==> config.mk <==
export PLATFORM = sky130hd
export DESIGN_NAME = rbs_top
export DESIGN_NICKNAME = d
export VERILOG_FILES = /design/src/rbs_pkg.sv /design/src/rbs_filter.sv /design/src/rbs_top.sv
export SDC_FILE = /design/constraint.sdc
export NUM_CORES = 1
export LEC_CHECK = 0
export BUFFER_PORTS_ARGS = -buffer_cell sky130_fd_sc_hd__buf_2
export CORE_ASPECT_RATIO = 1.25
export CORE_UTILIZATION = 35
export DETAILED_ROUTE_END_ITERATION = 7
export SLEW_MARGIN = 25
export SYNTH_ARGS = -nofsm -noshare
export SYNTH_HDL_FRONTEND = slang
export SYNTH_HIERARCHICAL = 1
export SYNTH_SLANG_ARGS = --single-unit
==> constraint.sdc <==
create_clock -name CLK_SYS_I -period 4.3 [get_ports CLK_SYS_I]
set_input_delay 0.43 -clock CLK_SYS_I [delete_from_list [all_inputs] [get_ports CLK_SYS_I]]
set_output_delay 0.43 -clock CLK_SYS_I [all_outputs]
set_load 0.02 [all_outputs]
==> src/rbs_pkg.sv <==
// Package: constants and types for the reset and brown-out sequencer
package rbs_pkg;

  // ****************************************
  // Clock and timing
  // ****************************************
  localparam int unsigned CLK_HZ           = 40_000_000;
  localparam int unsigned POWER_UP_TIMER_MS          = 64;
  localparam int unsigned POWER_UP_TIMER_CYCLES      = (CLK_HZ / 1000) * POWER_UP_TIMER_MS;
  localparam int unsigned FILTER_NS        = 1000;
  localparam int unsigned FILTER_CYCLES    = (FILTER_NS * (CLK_HZ / 1_000_000) + 999) / 1000;
  localparam int unsigned CNT_W            = 32;

  // ****************************************
  // Brown-out mode field encodings
  // ****************************************
  localparam logic [1:0] MODE_OFF   = 2'h0;
  localparam logic [1:0] MODE_SW    = 2'h1;
  localparam logic [1:0] MODE_NOSLP = 2'h2;
  localparam logic [1:0] MODE_ON    = 2'h3;

  // ****************************************
  // Reset values
  // ****************************************
  localparam logic SW_EN_RST = 1'b1;

  // ****************************************
  // Types
  // ****************************************
  typedef enum logic [1:0] {
    RBS_HOLD  = 2'b00,
    RBS_TIMER = 2'b01,
    RBS_WAIT  = 2'b11,
    RBS_RUN   = 2'b10
  } rbs_state_t;

  typedef struct packed {
    logic por;
    logic brownout;
    logic lp_brownout;
    logic clear_pin;
    logic watchdog;
    logic reset_instr;
    logic stack_over;
    logic stack_under;
    logic prog_exit;
  } rbs_src_t;

  typedef struct packed {
    logic [1:0] mode;
    logic       level;
    logic       power_up_timer_en_n;
    logic       clear_pin_en;
    logic       stack_rst_en;
  } rbs_cfg_t;

endpackage : rbs_pkg

==> src/rbs_filter.sv <==
// Glitch filter: output follows input only after it has held for LEN cycles
`timescale 1ns/1ps
`default_nettype none

module rbs_filter #(
  parameter int unsigned LEN = 1
) (
  // Clock and reset
  input  wire logic clk_i,
  input  wire logic nrst_i,
  input  wire logic ce_i,
  // Data
  input  wire logic raw_i,
  output logic      filt_o
);

  logic [31:0] cnt_q;
  logic        hold_q;
  wire         differ = (raw_i != hold_q);
  wire         done   = (cnt_q >= LEN - 1);

  // Count while input differs from held value
  always_ff @(posedge clk_i or negedge nrst_i) begin
    if (!nrst_i) begin
      cnt_q  <= 32'h0;
      hold_q <= 1'b0;
    end else if (ce_i) begin
      if (!differ) begin
        cnt_q <= 32'h0;
      end else if (done) begin
        cnt_q  <= 32'h0;
        hold_q <= raw_i;
      end else begin
        cnt_q <= cnt_q + 32'h1;
      end
    end
  end

  assign filt_o = hold_q;

endmodule // rbs_filter

`default_nettype wire

==> src/rbs_top.sv <==
// Reset and brown-out sequencer: collects reset sources, times start-up
`timescale 1ns/1ps
`default_nettype none

module rbs_top #(
  parameter int unsigned POWER_UP_TIMER_CYC = rbs_pkg::POWER_UP_TIMER_CYCLES
) (
  // Clock, reset, enable
  input  wire logic             CLK_SYS_I,
  input  wire logic             NRST_I,
  input  wire logic             CE_I,
  // Analog detectors and reset sources (asynchronous)
  input  wire logic             SUPPLY_OK_I,
  input  wire logic             BELOW_HI_I,
  input  wire logic             BELOW_LO_I,
  input  wire logic             MON_READY_I,
  input  wire logic             LP_BROWNOUT_I,
  input  wire logic             CLEAR_PIN_N_I,
  input  wire logic             OSC_READY_I,
  // Core-side reset requests and Sleep status (same clock)
  input  wire logic             WATCHDOG_I,
  input  wire logic             RESET_INSTR_I,
  input  wire logic             STACK_OVER_I,
  input  wire logic             STACK_UNDER_I,
  input  wire logic             PROG_EXIT_I,
  input  wire logic             SLEEP_I,
  // Configuration
  input  wire rbs_pkg::rbs_cfg_t CFG_I,
  input  wire logic             SW_EN_WR_I,
  input  wire logic             SW_EN_WDATA_I,
  // Outputs
  output logic                  MON_ENABLE_O,
  output logic                  LEVEL_SEL_O,
  output logic                  SW_EN_O,
  output logic                  READY_O,
  output logic                  CORE_RESET_O,
  output logic                  WAKE_HOLD_O,
  output rbs_pkg::rbs_src_t     CAUSE_O
);

  // ****************************************
  // Input synchronisers
  // ****************************************
  localparam int NS = 7;
  logic [NS-1:0] s1_q;
  logic [NS-1:0] s2_q;
  wire  [NS-1:0] raw = {SUPPLY_OK_I, BELOW_HI_I, BELOW_LO_I, MON_READY_I,
                        LP_BROWNOUT_I, CLEAR_PIN_N_I, OSC_READY_I};

  // Two flops on every asynchronous input
  always_ff @(posedge CLK_SYS_I or negedge NRST_I) begin
    if (!NRST_I) begin
      s1_q <= '0;
      s2_q <= '0;
    end else if (CE_I) begin
      s1_q <= raw;
      s2_q <= s1_q;
    end
  end

  wire supply_ok = s2_q[6];
  wire below_hi  = s2_q[5];
  wire below_lo  = s2_q[4];
  wire mon_rdy   = s2_q[3];
  wire lp_bor    = s2_q[2];
  wire pin_n     = s2_q[1];
  wire osc_rdy   = s2_q[0];

  // ****************************************
  // Brown-out monitor control
  // ****************************************
  logic sw_en_q;

  // Software enable bit: always writable
  always_ff @(posedge CLK_SYS_I or negedge NRST_I) begin
    if (!NRST_I) begin
      sw_en_q <= rbs_pkg::SW_EN_RST;
    end else if (CE_I && SW_EN_WR_I) begin
      sw_en_q <= SW_EN_WDATA_I;
    end
  end

  wire [1:0] mode    = CFG_I.mode;
  wire m_on    = (mode == rbs_pkg::MODE_ON);
  wire m_noslp = (mode == rbs_pkg::MODE_NOSLP);
  wire m_sw    = (mode == rbs_pkg::MODE_SW);
  // Monitor enable per mode
  wire mon_en  = m_on | (m_noslp & ~SLEEP_I) | (m_sw & sw_en_q);
  // Trip level chosen by config bit
  wire below   = CFG_I.level ? below_hi : below_lo;
  // Protection only once monitor ready
  wire trip_raw = mon_en & mon_rdy & below;
  wire trip_filt;

  rbs_filter #(
    .LEN (rbs_pkg::FILTER_CYCLES)
  ) u_filter (
    .clk_i  (CLK_SYS_I),
    .nrst_i (NRST_I),
    .ce_i   (CE_I),
    .raw_i  (trip_raw),
    .filt_o (trip_filt)
  );

  // Combined brown-out request
  wire bor_req = trip_filt | lp_bor;
  // Power-on request, includes programming-mode exit
  wire por_req = ~supply_ok | PROG_EXIT_I;
  // Start-up waits for ready and supply in forced modes
  wire bor_wait = (m_on | m_noslp) & (~mon_rdy | below);
  // Clear pin active when enabled
  wire pin_rst  = CFG_I.clear_pin_en & ~pin_n;
  // Other resets
  wire stk_rst  = CFG_I.stack_rst_en & (STACK_OVER_I | STACK_UNDER_I);
  wire misc_rst = WATCHDOG_I | RESET_INSTR_I | stk_rst;

  // ****************************************
  // Start-up sequence
  // ****************************************
  rbs_pkg::rbs_state_t st_q;
  rbs_pkg::rbs_state_t st_d;
  logic [rbs_pkg::CNT_W-1:0] cnt_q;
  wire  timer_done = (cnt_q >= POWER_UP_TIMER_CYC - 1);

  // Next state
  always_comb begin
    st_d = st_q;
    unique case (st_q)
      rbs_pkg::RBS_HOLD: begin
        // Timer waits for both releases
        if (!por_req && !bor_req) begin
          st_d = CFG_I.power_up_timer_en_n ? rbs_pkg::RBS_WAIT : rbs_pkg::RBS_TIMER;
        end
      end
      rbs_pkg::RBS_TIMER: begin
        if (por_req || bor_req) begin
          st_d = rbs_pkg::RBS_HOLD;
        end else if (timer_done) begin
          st_d = rbs_pkg::RBS_WAIT;
        end
      end
      rbs_pkg::RBS_WAIT: begin
        if (por_req || bor_req) begin
          st_d = rbs_pkg::RBS_HOLD;
        end else if (osc_rdy && !bor_wait) begin
          st_d = rbs_pkg::RBS_RUN;
        end
      end
      rbs_pkg::RBS_RUN: begin
        if (por_req || bor_req) begin
          st_d = rbs_pkg::RBS_HOLD;
        end
      end
      default: st_d = rbs_pkg::RBS_HOLD;
    endcase
  end

  // State and power-up counter
  always_ff @(posedge CLK_SYS_I or negedge NRST_I) begin
    if (!NRST_I) begin
      st_q  <= rbs_pkg::RBS_HOLD;
      cnt_q <= '0;
    end else if (CE_I) begin
      st_q  <= st_d;
      cnt_q <= (st_q == rbs_pkg::RBS_TIMER) ? cnt_q + 32'h1 : '0;
    end
  end

  // ****************************************
  // Outputs
  // ****************************************
  logic              core_rst_q;
  logic              wake_q;
  rbs_pkg::rbs_src_t cause_q;
  rbs_pkg::rbs_src_t cause_d;

  // Reset cause capture
  always_comb begin
    cause_d             = '0;
    cause_d.por         = por_req & ~PROG_EXIT_I;
    cause_d.brownout    = trip_filt;
    cause_d.lp_brownout = lp_bor;
    cause_d.clear_pin   = pin_rst;
    cause_d.watchdog    = WATCHDOG_I;
    cause_d.reset_instr = RESET_INSTR_I;
    cause_d.stack_over  = CFG_I.stack_rst_en & STACK_OVER_I;
    cause_d.stack_under = CFG_I.stack_rst_en & STACK_UNDER_I;
    cause_d.prog_exit   = PROG_EXIT_I;
  end

  wire hold_core = (st_q != rbs_pkg::RBS_RUN) | pin_rst | misc_rst;

  // Registered core reset, wake hold and cause
  always_ff @(posedge CLK_SYS_I or negedge NRST_I) begin
    if (!NRST_I) begin
      core_rst_q <= 1'b1;
      wake_q     <= 1'b0;
      cause_q    <= '0;
    end else if (CE_I) begin
      core_rst_q <= hold_core;
      // Wake delay only in off-in-Sleep mode
      wake_q     <= m_noslp & ~mon_rdy;
      if (|cause_d) begin
        cause_q <= cause_d;
      end
    end
  end

  assign MON_ENABLE_O = mon_en;
  assign LEVEL_SEL_O  = CFG_I.level;
  assign SW_EN_O      = sw_en_q;
  assign READY_O      = mon_rdy & mon_en;
  assign CORE_RESET_O = core_rst_q;
  assign WAKE_HOLD_O  = wake_q;
  assign CAUSE_O      = cause_q;
endmodule // rbs_top

`default_nettype wire

==> impl_metrics.ini <==
[power_and_ir_drop]
power_frac_comb_pct = 7.8
p_sw_mw = 0.451
swShare_pct = 23.9
leakage_nw = 2.17
cellInternalPower_mw = 1.43
p_seq_share_pct = 49.2
clkPwrFrac_pct = 43.0
ir_worst_vdd_v = 0.000212
total_power_mw = 1.88
powerDensity_mw_per_mm2 = 391

[routing]
wl_per_cell_um = 13.5
ant_nets = 0
remaining_drc_errors = 0
drt_iter0_drc = 112
vias_per_cell = 4.86
wl_um = 7860
via_count = 2836
drt_first_pass_iters = 4

[timing]
hold_viol = 0
finalClockSkew_ps = 7.82
max_slew_margin_pct = 50.0
whs_ps = 169
worstMarginPinSlew_ps = 750
timing.fmax_ghz = 0.465
period_share_pct = 50.1
setup_viol = 0
rsz0062_at_grt = false
layout_min_cycle_time_ps = 2150
fin_setup_tns_ps = 0
slew_violations = 0

[run]
maxCapViolations = 0

[placement]
gp_congestion = 0.717
dp_hpwl_um = 5230
port_buffers = 38
placed_area_mm2 = 0.00451

[synth]
yosys.cell_types.count = 53
synth_seq_cells = 93
synth_area_leaders = dfrtp_1, xor2_1, mux2_2
synthesis.area_mm2 = 0.00416
synth_ff_type = dfrtp_1
synth_nets = 407
syn_area_per_cell_um2 = 10.9
yosysSeqAreaShare_pct = 55.9
synth_warnings = 6
async_reset_ff_share_pct = 100
synth.top_cell.area_share_pct = 54.7
synth_edf_count = 0
yosys.area.top_type = dfrtp_1
synthCells = 381

[cts]
cts_tree = done
clk_path_buf_depth = 2
post-cts-setup-buffer-count = 0
clock-sinks = 93
clk_pin_slew_ps = 70
hold_buffers = 0
clockRootBuffer = clkbuf_16
cts_resized = 0
clock_latency_ps = 330
numCtsBuffers = 9
htreeDepth = 3

[setup_path]
reg2reg_slack_ps = 2150
endpoint_kind = register
critical_path_class = reg2reg
reg2reg_to = u_filter/cnt_q[0]
cp.required_ps = 4550
ff2ff_path_depth = 8
critPathMaxFanout = 6
reg2reg_from = SW_EN_O
cp-start-kind = register
crit_arrival_ps = 2400

[cells_and_area]
area_delta_synth_final_pct = 15.8
fin_util_pct = 41.5
mostFrequentLayoutCells = dfrtp_1, nand2_1, buf_2, nor2_1, nor2b_1
finalInstanceArea_mm2 = 0.00482
nNetsFinal = 444
diodes = 0
layout_commonest_cell = dfrtp_1
drive_above_1_share_pct = 20.8

[die]
initial_core_util_pct = 35.8
die_h_um = 124
core_mm2 = 0.0116
dieWidth_um = 99.6
die_area_mm2 = 0.0123
rows = 44
io_pins = 39

[grt]
grt_use_total_pct = 14.0
antenna_found_initial = 0
grt_pass1_wl_um = 13500
grt_overflow = 0
grt_pass1_vias = 2816
grt_start_max_net_pins = 61

[min_path]
min_path_type = in2async

[status]
outcome = finished, final reports clean
==> worst max-delay path: stages (launching register included) <==
cell and delay, ps:
dfstp_2 540, o21ai_0 60, o21ai_0 90, and2_1 170, nor2b_1 200, xnor2_1 120, nor4b_4 450, nand4_2 240
mux2i_1 190
==> logic make-up (layout without fill, tap and decap cells) <==
group                    count (synthesis)  in the layout  share of synthesized area [%]
buffers and inverters                   24             66                           2.34
multiplexers                            19             19                           5.05
adder cells (fa/ha/maj)                  2              2                          0.601
AO/OA/AOI/OAI                           38             38                           6.10
XOR/XNOR                                27             27                           5.68
AND/OR/NAND/NOR                        178            178                           24.3
flip-flops                              93             93                           55.9
==> cell usage after synthesis (all sizes together) (2+ instances only) <==
master,n
nand4,17
nor4b,2
nand2b,2
a41oi,4
and2,3
xnor2,5
buf,7
xor2,22
o22ai,4
nor2b,28
o21ai,13
mux2i,3
dfstp,2
a21oi,7
and4,6
and3,3
nor2,35
nor4,12
nand3,22
inv,10
or3,3
or4,2
clkbuf,7
nand2,37
dfrtp,91
ha,2
mux2,16
o21a,2
nor3,5
==> state kept, by name, indices dropped and copies added (netlist names) <==
register	count
u_filter/cnt_q	32
s1_q	7
u_filter/filt_o	1
WAKE_HOLD_O	1
st_q	2
cnt_q	32
CORE_RESET_O	1
CAUSE_O	9
s2_q	7
SW_EN_O	1
==> stage by stage <==
step,setup WS (ps),cells
2_1_floorplan,1840,381
3_3_place_gp,2120,568
3_5_place_dp,2060,568
4_1_cts,2150,584
5_1_grt,1990,584
6_report,2150,584
==> power groups by stage <==
stage	combinational [mW]	sequential, mW	clock, mW
2_1_floorplan	0.0785	0.953	0
3_3_place_gp	0.147	0.944	0
3_5_place_dp	0.149	0.945	0
4_1_cts	0.150	0.928	0.825
5_1_grt	0.166	0.932	0.859
6_report	0.147	0.928	0.810
==> final cells by class <==
type                    count  area [µm²]
clock inverters             6        70.1
repair buffers             40         208
well taps                 161         201
multi-input cells         264        1740
clock buffers              10         239
flip-flops and latches     93        2330
fillers                  1111        6790
inverters                  10        37.5
==> layer usage <==
| layer | track usage (%) | routed length, µm |
|---|---|---|
| met1 | 18.3 | 3760 |
| met2 | 23.0 | 3780 |
| met3 | 2.36 | 182 |
| met4 | 6.43 | 142 |
| met5 | 0 | 0 |
==> worst max path at each step <==
stage,from,end,slack (ps),cells past startpoint
floorplan,CFG_I[5],u_filter/cnt_q[5],1840,8
global placement,CFG_I[5],u_filter/cnt_q[5],2120,9
detailed placement,CFG_I[5],u_filter/cnt_q[0],2060,9
CTS,SW_EN_O,u_filter/cnt_q[0],2150,8
global route,SW_EN_O,u_filter/cnt_q[0],1990,8
finish,SW_EN_O,u_filter/cnt_q[0],2150,8
Power figures use the tool's default switching activity.
